## config.mk

```make
export PLATFORM = sky130hd
export DESIGN_NAME = hssq_host
export DESIGN_NICKNAME = d
export VERILOG_FILES = /design/src/pkg/hssq_pkg.sv /design/src/logic/hssq_host.sv
export SDC_FILE = /design/constraint.sdc
export NUM_CORES = 1
export LEC_CHECK = 0
export ABC_CLOCK_PERIOD_IN_PS = 2000
export BUFFER_PORTS_ARGS = -buffer_cell sky130_fd_sc_hd__buf_4
export CAP_MARGIN = 20
export CELL_PAD_IN_SITES_DETAIL_PLACEMENT = 1
export CELL_PAD_IN_SITES_GLOBAL_PLACEMENT = 1
export CORE_ASPECT_RATIO = 0.6
export CORE_MARGIN = 4
export CORE_UTILIZATION = 43
export CTS_CLUSTER_DIAMETER = 150
export CTS_CLUSTER_SIZE = 40
export DETAILED_ROUTE_END_ITERATION = 7
export PLACE_DENSITY = 0.8
export SYNTH_ARGS = -nofsm -noshare
export SYNTH_HDL_FRONTEND = slang
export SYNTH_SLANG_ARGS = --single-unit
```

## constraint.sdc

```tcl
create_clock -name clock -period 2 [get_ports clock]
set_input_delay 0.6 -clock clock [delete_from_list [all_inputs] [get_ports clock]]
set_output_delay 0.6 -clock clock [all_outputs]
set_load 0.02 [all_outputs]
```

## src/pkg/hssq_pkg.sv

```systemverilog
// Constants and types for the hot-swap supply sequencer host controller
package hssq_pkg;

   localparam int          CLK_MHZ          = 50;
   // Backplane supply ramp time plus margin before the delayed on edge
   localparam int          ON_DELAY_US      = 1000;
   localparam int          ON_DELAY_CYC     = ON_DELAY_US * CLK_MHZ;
   // Device power-good drop settle time
   localparam int          PG_SETTLE_US     = 20;
   localparam int          PG_SETTLE_CYC    = PG_SETTLE_US * CLK_MHZ;
   // Least high time of an on-request toggle pulse
   localparam int          PULSE_US         = 1;
   localparam int          PULSE_CYC        = PULSE_US * CLK_MHZ;
   localparam int          CNT_W            = 24;
   // Cycles our own released pull still shows through the sampling stages
   localparam int          OWN_PULL_CYC     = 7;

   localparam logic [1:0]  SYNC_RST         = 2'h3;

   typedef struct packed {
      logic power_good_n;
      logic fault_n;
      logic card_reset_n;
   } hssq_status_t;

   typedef struct packed {
      logic on_req_n;
      logic fault_drive;
   } hssq_drive_t;

   typedef enum logic [2:0] {
      HSSQ_OFF,
      HSSQ_WAIT_SUPPLY,
      HSSQ_ON_LOW,
      HSSQ_RUN,
      HSSQ_TOGGLE,
      HSSQ_FORCE
   } hssq_state_t;

endpackage : hssq_pkg

```

## src/logic/hssq_host.sv

```systemverilog
// Host controller that drives the hot-swap supply sequencer through its pins
`timescale 1ns/1ps
module hssq_host
(
   input  wire logic                   clock,
   input  wire logic                   rst_n,
   input  wire logic                   enable,
   input  wire logic                   backplane_up,
   input  wire logic                   force_off,
   input  wire logic                   retry,
   input  wire hssq_pkg::hssq_status_t status_in,
   output logic                        on_req_n,
   output logic                        fault_out,
   output logic                        fault_oe,
   output logic                        card_ready,
   output logic                        fault_seen,
   output logic                        powered
);
   import hssq_pkg::*;

   logic [2:0]   pg_s_q;
   logic [2:0]   fl_s_q;
   logic [2:0]   rs_s_q;
   logic         pg_n_q;
   logic         fl_n_q;
   logic         rs_n_q;
   logic         fl_n_d;
   hssq_state_t  state_q;
   logic [CNT_W-1:0] cnt_q;
   hssq_drive_t  drv_q;
   logic [2:0]   quiet_q;

   function automatic logic agree(input logic [2:0] s, input logic cur);
      agree = (s[2] == s[1]) ? s[2] : cur;
   endfunction : agree

   // Either the user or the backplane can end a power cycle
   function automatic logic want_off(input logic en, input logic bp);
      want_off = !en || !bp;
   endfunction : want_off

   // Three-stage sampling of power-good; idles high so no false edge after reset
   always_ff @(posedge clock or negedge rst_n)
   begin
      if (!rst_n)
      begin
         pg_s_q <= 3'h7;
         pg_n_q <= 1'b1;
      end
      else
      begin
         pg_s_q <= {pg_s_q[1:0], status_in.power_good_n};
         pg_n_q <= agree(pg_s_q, pg_n_q);
      end
   end

   // Fault line idles high
   always_ff @(posedge clock or negedge rst_n)
   begin
      if (!rst_n)
      begin
         fl_s_q <= 3'h7;
         fl_n_q <= 1'b1;
      end
      else
      begin
         fl_s_q <= {fl_s_q[1:0], status_in.fault_n};
         fl_n_q <= fl_n_d;
      end
   end

   // Card reset idles low while the card is unpowered
   always_ff @(posedge clock or negedge rst_n)
   begin
      if (!rst_n)
      begin
         rs_s_q <= 3'h0;
         rs_n_q <= 1'b0;
      end
      else
      begin
         rs_s_q <= {rs_s_q[1:0], status_in.card_reset_n};
         rs_n_q <= agree(rs_s_q, rs_n_q);
      end
   end

   assign fl_n_d = agree(fl_s_q, fl_n_q);

   // Sequencing of the on request and the fault line
   always_ff @(posedge clock or negedge rst_n)
   begin
      if (!rst_n)
      begin
         state_q <= HSSQ_OFF;
         cnt_q   <= '0;
         drv_q   <= '{on_req_n: 1'b1, fault_drive: 1'b0};
      end
      else
      begin
         case (state_q)
            HSSQ_OFF:
            begin
               drv_q.on_req_n    <= 1'b1;
               drv_q.fault_drive <= 1'b0;
               cnt_q             <= '0;
               if (enable && backplane_up)
                  state_q <= HSSQ_WAIT_SUPPLY;
            end
            HSSQ_WAIT_SUPPLY:
            begin
               // Held-low request replaced by a falling edge after supplies ramp
               if (want_off(enable, backplane_up))
                  state_q <= HSSQ_OFF;
               else if (cnt_q >= CNT_W'(ON_DELAY_CYC - 1))
               begin
                  drv_q.on_req_n <= 1'b0;
                  cnt_q          <= '0;
                  state_q        <= HSSQ_ON_LOW;
               end
               else
                  cnt_q <= cnt_q + 1'b1;
            end
            HSSQ_ON_LOW, HSSQ_RUN:
            begin
               if (want_off(enable, backplane_up))
               begin
                  drv_q.on_req_n <= 1'b1;
                  state_q        <= HSSQ_OFF;
               end
               else if (force_off)
               begin
                  drv_q.fault_drive <= 1'b1;
                  cnt_q             <= '0;
                  state_q           <= HSSQ_FORCE;
               end
               else if (retry && !fl_n_q && (quiet_q == 3'h0))
               begin
                  // Toggle clears the device latch
                  drv_q.on_req_n <= 1'b1;
                  cnt_q          <= '0;
                  state_q        <= HSSQ_TOGGLE;
               end
               else
                  state_q <= HSSQ_RUN;
            end
            HSSQ_TOGGLE:
            begin
               if (want_off(enable, backplane_up))
                  state_q <= HSSQ_OFF;
               else if (cnt_q >= CNT_W'(PULSE_CYC - 1))
               begin
                  drv_q.on_req_n <= 1'b0;
                  cnt_q          <= '0;
                  state_q        <= HSSQ_ON_LOW;
               end
               else
                  cnt_q <= cnt_q + 1'b1;
            end
            HSSQ_FORCE:
            begin
               // Release to run only after the device has settled its outputs; want_off releases at once
               if (want_off(enable, backplane_up))
               begin
                  drv_q.on_req_n    <= 1'b1;
                  drv_q.fault_drive <= 1'b0;
                  state_q           <= HSSQ_OFF;
               end
               else if (!force_off && cnt_q >= CNT_W'(PG_SETTLE_CYC - 1))
               begin
                  drv_q.fault_drive <= 1'b0;
                  cnt_q             <= '0;
                  state_q           <= HSSQ_RUN;
               end
               else if (cnt_q < CNT_W'(PG_SETTLE_CYC - 1))
                  cnt_q <= cnt_q + 1'b1;
            end
            default:
               state_q <= HSSQ_OFF;
         endcase
      end
   end

   // Own pull still reads low through the sampling stages after release
   always_ff @(posedge clock or negedge rst_n)
   begin
      if (!rst_n)
         quiet_q <= 3'h0;
      else if (drv_q.fault_drive)
         quiet_q <= 3'(OWN_PULL_CYC);
      else if (quiet_q != 3'h0)
         quiet_q <= quiet_q - 1'b1;
   end

   // Pin drive registers
   always_ff @(posedge clock or negedge rst_n)
   begin
      if (!rst_n)
      begin
         on_req_n  <= 1'b1;
         fault_out <= 1'b0;
         fault_oe  <= 1'b0;
      end
      else
      begin
         on_req_n  <= drv_q.on_req_n;
         // Open-drain pin only ever pulls low
         fault_out <= 1'b0;
         fault_oe  <= drv_q.fault_drive;
      end
   end

   // Status registers
   always_ff @(posedge clock or negedge rst_n)
   begin
      if (!rst_n)
      begin
         card_ready <= 1'b0;
         fault_seen <= 1'b0;
         powered    <= 1'b0;
      end
      else
      begin
         // Card usable only with power good and card reset released
         card_ready <= !pg_n_q && rs_n_q && (state_q == HSSQ_RUN);
         // Our own pull also reads low, even a few cycles after release; exclude it
         fault_seen <= !fl_n_q && !drv_q.fault_drive && (quiet_q == 3'h0) && (state_q == HSSQ_RUN);
         powered    <= !pg_n_q;
      end
   end

endmodule : hssq_host

```

==> impl_metrics.py, run 1 <==
metrics = {
    "die": {
        "fp.dieH_um": 66.45,
        "core_um2": 5280,
        "dieArea_um2": 7005,
        "rows": 20,
        "fp.dieW_um": 105.4,
        "start_util_pct": 46.37,
        "ioPinCount": 15,
    },
    "worst_setup_path": {
        "rrSetupSlack_ns": -0.35,
        "required_ns": 2.25,
        "cp-end-kind": "flip-flop",
        "r2r-end": "cnt_q[23]$_DFFE_PN0P_",
        "cp-startpoint": "cnt_q[1]$_DFFE_PN0P_",
        "crit_path_end": "cnt_q[23]$_DFFE_PN0P_",
        "r2r-start": "cnt_q[1]$_DFFE_PN0P_",
        "reg2reg_depth": 11,
        "critPathLaunchType": "flip-flop",
        "path_class": "reg2reg",
        "critPathMaxFanout": 7,
        "cp_data_arrival_time_ns": 2.60,
    },
    "route": {
        "vias": 2526,
        "first_pass_iters": 5,
        "ant_nets": 0,
        "wire_per_inst_um": 26.38,
        "viasPerCell": 6.191,
        "drt_wl_total_um": 10760,
        "drt_iter0_markers": 155,
        "route.met3.wl_um": 845,
        "met2RoutedLength_um": 5031,
        "routed.top_layer": "met4",
        "drc": 0,
        "drt-met1-wl_um": 4455,
    },
    "placement": {
        "gp_congestion": 0.8562,
        "dp_hpwl_um": 5518,
        "placed_area_um2": 3072,
        "dpl_worst_slack_ns": -0.3522,
        "portBuffers": 13,
    },
    "yosys": {
        "synth_top_flop_cell": "dfrtp_1",
        "syn-instance-count": 241,
        "yosys_warnings": 0,
        "async_flop_share_pct": 100.0,
        "yosysSeqAreaShare_pct": 50.59,
        "synth.avg_cell_area_um2": 10.16,
        "syn-cell-area_um2": 2449,
        "synth_edf_count": 0,
        "synth-seq-cells": 49,
        "yosysUniqueCellTypes": 58,
        "synth_nets": 255,
    },
    "final_layout": {
        "drive_above_1_share_pct": 49.85,
        "multi_input_area_um2": 1434,
        "layout_commonest_cell": "buf_4",
        "finish.instance_area_um2": 3655,
        "final_cell_mix": "77 x buf_4, 37 x dfrtp_1, 17 x nor2_1",
        "fillers": 532,
        "register_area_um2": 1241,
        "syn_to_final_growth_pct": 49.26,
        "fin_nets": 344,
        "n_antenna_cell": 0,
    },
    "cts": {
        "cts_buffers": 5,
        "clk_path_buf_depth": 2,
        "clk_latency_ns": 0.32,
        "clk_pin_slew_ns": 0.11,
        "clock_sinks": 49,
        "holdBufCountCts": 0,
        "cts-root-buf": "clkbuf_8",
        "cts_tree": "built",
        "htreeDepth": 2,
    },
    "global_route": {
        "antenna_found_initial": 0,
        "grt_pass1_wl_um": 14680,
        "grt_pass1_vias": 2619,
        "grt_max_degree": 50,
        "grt_overflow": 0,
        "grt_usage_pct": 27.87,
    },
    "timing": {
        "final.period_utilization_pct": 117.7,
        "finalClockSkew_ns": 0.006962,
        "slew_violations": 0,
        "worst_pin_slew_ns": 0.6418,
        "rsz0062_at_grt": "yes",
        "finalSetupViolations": 27,
        "slew_headroom_pct": 57.21,
        "hold_violations": 0,
        "worst_slack_ns": -0.3542,
        "min_period_ns": 2.354,
        "max_freq_mhz": 424.8,
    },
    "status": {
        "violations": "setup timing",
        "status": "finished, violations left",
    },
    "power": {
        "internal_power_mw": 1.645,
        "combPwrFrac_pct": 27.4,
        "leakagePower_nw": 1.637,
        "clock_power_share_pct": 27.0,
        "power_density_nw_per_um2": 672.3,
        "seqPwrFrac_pct": 45.6,
        "switching_power_mw": 0.8124,
        "swShare_pct": 33.06,
        "peakVddDrop_uv": 483.1,
    },
    "run": {
        "drv_cap": 0,
    },
    "hold_path": {
        "hp-class": "in2async",
    },
}
-- registers in the layout (all words and copies together) (netlist names) --
register / flops
card_ready: 1
powered: 1
rs_n_q: 1
pg_n_q: 1
fl_n_q: 1
fault_seen: 1
quiet_q: 3
rs_s_q: 3
pg_s_q: 3
on_req_n: 1
fault_oe: 1
cnt_q: 24
fl_s_q: 3
state_q: 3
drv_q: 2
-- repair_timing --
| item | in CTS | in global routing |
|---|---|---|
| pin swaps | 18 | 23 |
| buffers inserted | 9 | 10 |
| gates cloned | 1 | 1 |
| gates resized for setup | 36 | 36 |
| setup endpoints to repair | 26 | 27 |
-- through the flow --
| step | power [mW] | cells | util, % | setup TNS (ns) | hold WS, ns |
|---|---|---|---|---|---|
| 3_3_place_gp | 1.556 | 380 | 58.18 | -4.474 | 0.3329 |
| 4_1_cts | 2.330 | 397 | 64.50 | -4.729 | 0.3104 |
| 6_report | 2.457 | 408 | 69.22 | -7.421 | 0.2818 |
| 2_1_floorplan | 1.360 | 241 | - | -0.6930 | 0.3044 |
| 3_5_place_dp | 1.605 | 380 | 58.18 | -7.415 | 0.3418 |
| 5_1_grt | 2.565 | 408 | 69.22 | -9.336 | 0.3246 |
-- power by group through the flow --
stage | clock network [mW] | registers (mW) | logic, mW
after floorplan | 0 | 1.13 | 0.234
after global placement | 0 | 1.12 | 0.432
after detailed placement | 0 | 1.13 | 0.474
after CTS | 0.660 | 1.12 | 0.553
after global routing | 0.722 | 1.13 | 0.712
final | 0.664 | 1.12 | 0.673
-- synthesized netlist by cell type (5+ instances only) --
cell	number	area (um2)
nor2_1	25	93.84
inv_1	10	37.54
nor2b_1	6	37.54
dfrtp_1	39	975.9
ha_1	5	62.56
and3_1	9	56.30
o21ai_0	14	70.07
a22o_1	7	61.31
a31oi_1	5	31.28
nand3_1	13	65.06
dfstp_2	10	262.8
a21oi_1	11	55.05
nor3_1	6	30.03
nand2_1	17	63.81
-- metal layers --
metal,vias to the layer above,GRT usage [%]
li1,1053,-
met1,1312,35.69
met2,122,46.83
met3,39,6.389
met4,0,9.984
met5,-,0
-- cell type report --
class                           instances  area share [%]
Multi-Input combinational cell        175           39.23
Tap cell                               77           2.636
Timing Repair Buffer                   89           20.47
Sequential cell                        49           33.96
Clock buffer                            5           1.883
Clock inverter                          3          0.7874
Inverter                               10           1.027
-- kinds of logic (layout without fill, tap and decap cells) --
| kind of cell | Yosys count | in the layout | share of synthesized area [%] |
|---|---|---|---|
| flip-flops | 49 | 49 | 50.59 |
| multiplexers | 1 | 1 | 0.4599 |
| AND/OR/NAND/NOR | 101 | 102 | 22.84 |
| AO/OA/AOI/OAI | 61 | 61 | 17.89 |
| XOR/XNOR | 2 | 2 | 0.7155 |
| other | 1 | 1 | 0.1531 |
| buffers and inverters | 18 | 107 | 3.577 |
| adder cells (fa/ha/maj) | 8 | 8 | 3.781 |
-- worst max-delay path, stage by stage (launching register included) --
cell and delay (ns):
dfrtp_2 0.47, ha_4 0.19, buf_6 0.11, a211o_1 0.26, nand3b_1 0.18, a21oi_2 0.10
buf_4 0.15, o21bai_4 0.33, buf_6 0.16, nor2_4 0.04, clkbuf_16 0.16, a21oi_2 0.12
-- how the worst min path moves through the flow --
stage,startpoint,to,slack (ns),cells past startpoint
2_1_floorplan,rst_n,card_ready$_DFF_PN0_,0.30,0
3_3_place_gp,rs_s_q[0]$_DFF_PN0_,rs_s_q[1]$_DFF_PN0_,0.33,0
3_5_place_dp,rs_s_q[0]$_DFF_PN0_,rs_s_q[1]$_DFF_PN0_,0.34,0
4_1_cts,rst_n,cnt_q[2]$_DFFE_PN0P_,0.31,1
5_1_grt,rst_n,cnt_q[1]$_DFFE_PN0P_,0.32,1
6_report,rst_n,cnt_q[1]$_DFFE_PN0P_,0.28,1
No activity file was read; power rests on OpenSTA's default activity.
==> inputs of run 2 (changes only) <==
==> config.mk (replaced) <==
export PLATFORM = sky130hd
export DESIGN_NAME = hssq_host
export DESIGN_NICKNAME = d
export VERILOG_FILES = /design/src/pkg/hssq_pkg.sv /design/src/logic/hssq_host.sv
export SDC_FILE = /design/constraint.sdc
export NUM_CORES = 1
export LEC_CHECK = 0
export ABC_AREA = 1
export ABC_CLOCK_PERIOD_IN_PS = 2000
export BUFFER_PORTS_ARGS = -buffer_cell sky130_fd_sc_hd__buf_4
export CAP_MARGIN = 20
export CELL_PAD_IN_SITES_DETAIL_PLACEMENT = 0
export CELL_PAD_IN_SITES_GLOBAL_PLACEMENT = 2
export CORE_ASPECT_RATIO = 0.6
export CORE_MARGIN = 4
export CORE_UTILIZATION = 32
export CTS_CLUSTER_DIAMETER = 150
export CTS_CLUSTER_SIZE = 40
export DETAILED_ROUTE_END_ITERATION = 7
export PLACE_DENSITY = 0.79
export SYNTH_ARGS = -nofsm -noshare
export SYNTH_HDL_FRONTEND = slang
export SYNTH_SLANG_ARGS = --single-unit
==> impl_metrics.py, run 2 <==
metrics = {
    "worst_setup_path": {
        "critPathMaxFanout": 13,
        "path_class": "reg2reg",
        "r2r-end": "cnt_q[4]$_DFFE_PN0P_",
        "required_ns": 2.22,
        "r2r-start": "cnt_q[6]$_DFFE_PN0P_",
        "critPathLaunchType": "flip-flop",
        "cp_data_arrival_time_ns": 2.03,
        "rrSetupSlack_ns": 0.19,
        "reg2reg_depth": 7,
        "cp-end-kind": "flip-flop",
    },
    "timing": {
        "min_period_ns": 1.809,
        "final.period_utilization_pct": 90.45,
        "worst_pin_slew_ns": 0.6503,
        "rsz0062_at_grt": "no",
        "slew_violations": 0,
        "hold_violations": 0,
        "finalClockSkew_ns": 0.006615,
        "fin_setup_tns_ns": 0,
        "finalSetupViolations": 0,
        "slew_headroom_pct": 56.65,
        "max_freq_mhz": 552.8,
        "whs_ns": 0.3346,
    },
    "global_route": {
        "grt_overflow": 0,
        "antenna_found_initial": 0,
        "grt_pass1_vias": 2060,
        "grt_max_degree": 50,
        "grt_usage_pct": 14.24,
        "grt_pass1_wl_um": 11190,
    },
    "die": {
        "start_util_pct": 33.63,
        "dieArea_um2": 10070,
        "rows": 25,
        "fp.dieW_um": 126.9,
        "core_um2": 8070,
        "ioPinCount": 15,
        "fp.dieH_um": 79.34,
    },
    "route": {
        "wire_per_inst_um": 13.71,
        "viasPerCell": 4.573,
        "first_pass_iters": 4,
        "drt_iter0_markers": 149,
        "drc": 0,
        "ant_nets": 0,
        "drt_wl_total_um": 6704,
        "vias": 2236,
    },
    "yosys": {
        "synth-seq-cells": 49,
        "synthSimpleGateAreaFrac_pct": 32.92,
        "yosys_warnings": 0,
        "synth-compound-area-share_pct": 6.731,
        "synth.area.mux_share_pct": 0,
        "yosysUniqueCellTypes": 33,
        "yosysSeqAreaShare_pct": 45.64,
        "synth_top_area_share_pct": 35.96,
        "synthAdderAreaFrac_pct": 3.412,
        "async_flop_share_pct": 100.0,
        "synth-xor-area-share_pct": 1.614,
        "synth_most_common_cell": "nand2_1",
        "synth_top_flop_cell": "dfrtp_1",
        "syn-cell-area_um2": 2714,
        "synth.avg_cell_area_um2": 7.666,
        "synth_nets": 368,
        "synthTopCellsByArea": "dfrtp_1 36%, nand2_1 12%, dfstp_2 9.7%, inv_1 7.3%, nor2_1 6.6%",
        "synth_commonest_cells": "85 x nand2_1, 53 x inv_1, 48 x nor2_1",
        "synth_edf_count": 0,
        "yosysTopAreaCell": "dfrtp_1",
        "synth_top_family_by_area": "simple AND/OR/NAND/NOR gates",
        "syn-instance-count": 354,
    },
    "final_layout": {
        "drive_above_1_share_pct": 15.75,
        "n_antenna_cell": 0,
        "layout_commonest_cell": "nand2_1",
        "final_cell_mix": "85 x nand2_1, 53 x inv_1, 48 x nor2_1",
        "syn_to_final_growth_pct": 16.23,
        "fin_nets": 394,
        "fillers": 843,
        "regMostFlops": "cnt_q",
        "multi_input_area_um2": 1224,
        "largest_reg_flops": 24,
        "register_area_um2": 1239,
    },
    "cts": {
        "htreeDepth": 2,
        "ctsResizeCount": 0,
        "cts-root-buf": "clkbuf_16",
        "clk_latency_ns": 0.29,
        "cts_setup_buffers": 0,
        "holdBufCountCts": 0,
        "clock_sinks": 49,
        "cts_buffers": 5,
        "clk_pin_slew_ns": 0.07,
        "clk_path_buf_depth": 2,
        "cts_tree": "built",
    },
    "placement": {
        "portBuffers": 13,
        "gp_congestion": 0.8759,
        "dp_hpwl_um": 5138,
    },
    "power": {
        "internal_power_mw": 1.941,
        "leakagePower_nw": 1.572,
        "peakVddDrop_uv": 408.9,
        "swShare_pct": 35.95,
        "switching_power_mw": 1.089,
        "clock_power_share_pct": 28.7,
        "seqPwrFrac_pct": 39.1,
        "combPwrFrac_pct": 32.2,
        "power_density_nw_per_um2": 960.6,
    },
    "run": {
        "drv_cap": 0,
    },
    "hold_path": {
        "hp-class": "in2async",
    },
    "status": {
        "status": "finished clean",
    },
}
## run 2: per-layer routing
layer  up-vias  share of wire (%)  global-route usage (%)
met5         -                  0                       0
met4         0               0.52                   2.570
met3         5                5.7                   3.427
met2        48                 37                   17.62
met1      1017                 57                   23.95
li1       1166                  -                       -
## run 2: stage by stage
| stage | setup slack (ns) | power, mW | cell area [um2] | utilization [%] | cells |
|---|---|---|---|---|---|
| 6_report | 0.1910 | 3.030 | 3154 | 39.09 | 489 |
| 5_1_grt | 0.003640 | 3.253 | 3154 | 39.09 | 489 |
| 4_1_cts | 0.1093 | 3.048 | 3144 | 38.96 | 489 |
| 3_5_place_dp | 0.1156 | 2.163 | 2993 | 37.09 | 481 |
| 3_3_place_gp | 0.1269 | 2.163 | 2993 | 37.09 | 481 |
| 2_1_floorplan | 0.4041 | 1.850 | 2714 | - | 354 |
## run 2: kinds of logic after synthesis
logic type / after synthesis
XOR/XNOR: 5
adder cells (fa/ha/maj): 8
other: 1
AND/OR/NAND/NOR: 196
AO/OA/AOI/OAI: 34
flip-flops: 49
buffers and inverters: 61
## run 2: final cells by class
type                       instances  share of cell area, %
sequential                        49                  39.27
multi-input combinational        244                  38.79
inverter                          56                  6.743
timing repair buffer              24                  6.109
tap                              108                  4.284
clock buffer                       5                  3.967
clock inverter                     3                 0.8330
## run 2: worst max path at each step
stage | from | to | slack, ns | cells after the start
6_report | cnt_q[6]$_DFFE_PN0P_ | cnt_q[4]$_DFFE_PN0P_ | 0.19 | 7
5_1_grt | cnt_q[6]$_DFFE_PN0P_ | cnt_q[4]$_DFFE_PN0P_ | 0.004 | 7
4_1_cts | cnt_q[0]$_DFFE_PN0P_ | cnt_q[4]$_DFFE_PN0P_ | 0.11 | 10
3_5_place_dp | enable | cnt_q[7]$_DFFE_PN0P_ | 0.12 | 10
3_3_place_gp | enable | drv_q[1]$_DFFE_PN1P_ | 0.13 | 10
2_1_floorplan | cnt_q[0]$_DFFE_PN0P_ | cnt_q[0]$_DFFE_PN0P_ | 0.40 | 11
## run 2: critical path: stages, from the launching register on
cell     delay [ns]
dfrtp_1        0.47
nor2_1         0.35
nand2_1        0.09
nor2_1         0.10
nand4_1        0.22
nand3_4        0.27
nand2_1        0.11
o21ai_1        0.13
## run 2: power by group through the flow
stage	Sequential, mW	Combinational (mW)	Clock, mW
after detailed placement	1.20	0.959	0
after floorplan	1.22	0.634	0
final	1.19	0.975	0.869
after CTS	1.19	0.963	0.899
after global placement	1.20	0.961	0
after global routing	1.20	1.10	0.958
==> inputs of run 3 (changes only) <==
--- a/config.mk
+++ b/config.mk
@@ -5,7 +5,6 @@
 export SDC_FILE = /design/constraint.sdc
 export NUM_CORES = 1
 export LEC_CHECK = 0
-export ABC_AREA = 1
 export ABC_CLOCK_PERIOD_IN_PS = 2000
 export BUFFER_PORTS_ARGS = -buffer_cell sky130_fd_sc_hd__buf_4
 export CAP_MARGIN = 20
@@ -13,7 +12,7 @@
 export CELL_PAD_IN_SITES_GLOBAL_PLACEMENT = 2
 export CORE_ASPECT_RATIO = 0.6
 export CORE_MARGIN = 4
-export CORE_UTILIZATION = 32
+export CORE_UTILIZATION = 35
 export CTS_CLUSTER_DIAMETER = 150
 export CTS_CLUSTER_SIZE = 40
 export DETAILED_ROUTE_END_ITERATION = 7
==> impl_metrics.py, run 3 (synthesis results as in run 1) <==
metrics = {
    "cts": {
        "clock_sinks": 49,
        "cts_tree": "built",
        "clk_path_buf_depth": 2,
        "clk_pin_slew_ns": 0.07,
        "htreeDepth": 2,
        "clk_latency_ns": 0.30,
        "cts-root-buf": "clkbuf_16",
        "cts_buffers": 5,
    },
    "worst_setup_path": {
        "cp-end-kind": "flip-flop",
        "path_class": "reg2reg",
        "critPathLaunchType": "flip-flop",
        "required_ns": 2.24,
        "critPathMaxFanout": 5,
        "worstPathCellList": "inv_2 -> ha_4 -> and4bb_1 -> nor2_2 -> o32a_1 -> or2_4 -> or4_1 -> nand3_1",
        "cp_data_arrival_time_ns": 2.50,
        "crit_slowest_cell": "or4_1",
        "cp_slowest_stage_delay_ns": 0.51,
    },
    "power": {
        "leakagePower_nw": 1.722,
        "total_power_mw": 2.860,
        "power_density_nw_per_um2": 741.7,
        "peakVddDrop_uv": 529.5,
    },
    "timing": {
        "worst_slack_ns": -0.2641,
        "min_period_ns": 2.264,
        "slew_violations": 0,
        "finalClockSkew_ns": 0.006050,
        "finalSetupViolations": 26,
        "slew_headroom_pct": 56.94,
        "max_freq_mhz": 441.7,
        "final.period_utilization_pct": 113.2,
        "hold_violations": 0,
        "rsz0062_at_grt": "yes",
        "fin_setup_tns_ns": -3.901,
        "worst_pin_slew_ns": 0.6459,
    },
    "die": {
        "fp.dieW_um": 116.0,
        "start_util_pct": 36.36,
        "fp.dieH_um": 72.79,
        "dieArea_um2": 8442,
        "ioPinCount": 15,
        "core_um2": 6734,
        "rows": 23,
    },
    "final_layout": {
        "final_cell_mix": "83 x buf_4, 39 x dfrtp_1, 16 x nor2_1",
        "layout_commonest_cell": "buf_4",
        "largest_reg_flops": 24,
        "regMostFlops": "cnt_q",
        "finish.instance_area_um2": 3856,
        "drive_above_1_share_pct": 51.33,
        "n_antenna_cell": 0,
        "fin_cells": 426,
        "syn_to_final_growth_pct": 57.49,
        "fin_nets": 352,
    },
    "placement": {
        "gp_congestion": 0.7897,
        "dpl_worst_slack_ns": -0.2795,
        "portBuffers": 13,
        "placed_cells": 394,
        "dp_hpwl_um": 4587,
        "placed_area_um2": 3114,
    },
    "route": {
        "viasPerCell": 5.249,
        "drc": 0,
        "first_pass_iters": 4,
        "ant_nets": 0,
        "wire_per_inst_um": 16.89,
        "drt_wl_total_um": 7194,
        "drt_iter0_markers": 134,
        "vias": 2236,
    },
    "status": {
        "violations": "setup timing",
        "status": "finished, violations left",
    },
    "global_route": {
        "grt_pass1_vias": 2173,
        "grt_overflow": 0,
        "grt_max_degree": 50,
        "grt_pass1_wl_um": 11420,
        "grt_usage_pct": 17.87,
        "antenna_found_initial": 0,
    },
    "run": {
        "drv_cap": 0,
    },
    "hold_path": {
        "hp-class": "in2async",
    },
}
[run 3: power by group]
| part | leakage (nW) | internal (mW) | switching (mW) |
|---|---|---|---|
| Sequential | 0.630 | 1.07 | 0.0425 |
| Clock | 0.0944 | 0.721 | 0.393 |
| Combinational | 0.997 | 0.331 | 0.302 |
[run 3: cell type report]
class | instances | area (um2)
inverters | 10 | 37.54
repair buffers | 96 | 778.2
fillers | 564 | 2878
well taps | 87 | 108.9
clock buffers | 5 | 125.1
multi-input cells | 176 | 1499
flip-flops and latches | 49 | 1239
clock inverters | 3 | 68.82
[run 3: timing repair]
item | in CTS | in global routing
gates cloned | 2 | 1
setup endpoints to repair | 26 | 26
buffers inserted | 14 | 8
pin swaps | 8 | 30
resized for setup | 38 | 44
hold buffers | 0 | 0
[run 3: worst max-delay path: cells and delay by family (launching register included)]
family                     cells  cell delay, ns
buffers and inverters          1            0.08
and+or+nand+nor                5            1.22
adders and majority gates      1            0.13
AOI/OAI and AO/OA              1            0.38
DFF                            1            0.39
[run 3: final timing paths]
| path | startpoint | to | slack [ns] | cells past startpoint |
|---|---|---|---|---|
| min | rst_n | cnt_q[9]$_DFFE_PN0P_ | 0.32 | 1 |
| max | quiet_q[1]$_DFFE_PN0P_ | cnt_q[12]$_DFFE_PN0P_ | -0.26 | 8 |
| min in group clock | pg_s_q[0]$_DFF_PN1_ | pg_s_q[1]$_DFF_PN1_ | 0.36 | 0 |
| max reg2reg | quiet_q[1]$_DFFE_PN0P_ | cnt_q[12]$_DFFE_PN0P_ | -0.26 | 8 |
| max in group asynchronous | rst_n | fault_oe$_DFF_PN0_ | 1.24 | 1 |
| min reg2reg | pg_s_q[0]$_DFF_PN1_ | pg_s_q[1]$_DFF_PN1_ | 0.36 | 0 |
[run 3: metrics by stage]
| step | hold WS [ns] | util [%] |
|---|---|---|
| finish | 0.3192 | 57.27 |
| global route | 0.3625 | 57.27 |
| CTS | 0.3489 | 53.64 |
| detailed placement | 0.3396 | 46.25 |
| global placement | 0.3398 | 46.25 |
| floorplan | 0.3044 | - |
[run 3: layer usage]
| metal | GRT usage [%] | wire, um | up-vias |
|---|---|---|---|
| li1 | - | - | 1080 |
| met1 | 27.49 | 3601 | 1088 |
| met5 | 0 | 0 | - |
| met2 | 24.16 | 2943 | 61 |
| met3 | 4.805 | 564 | 7 |
| met4 | 5.405 | 85 | 0 |
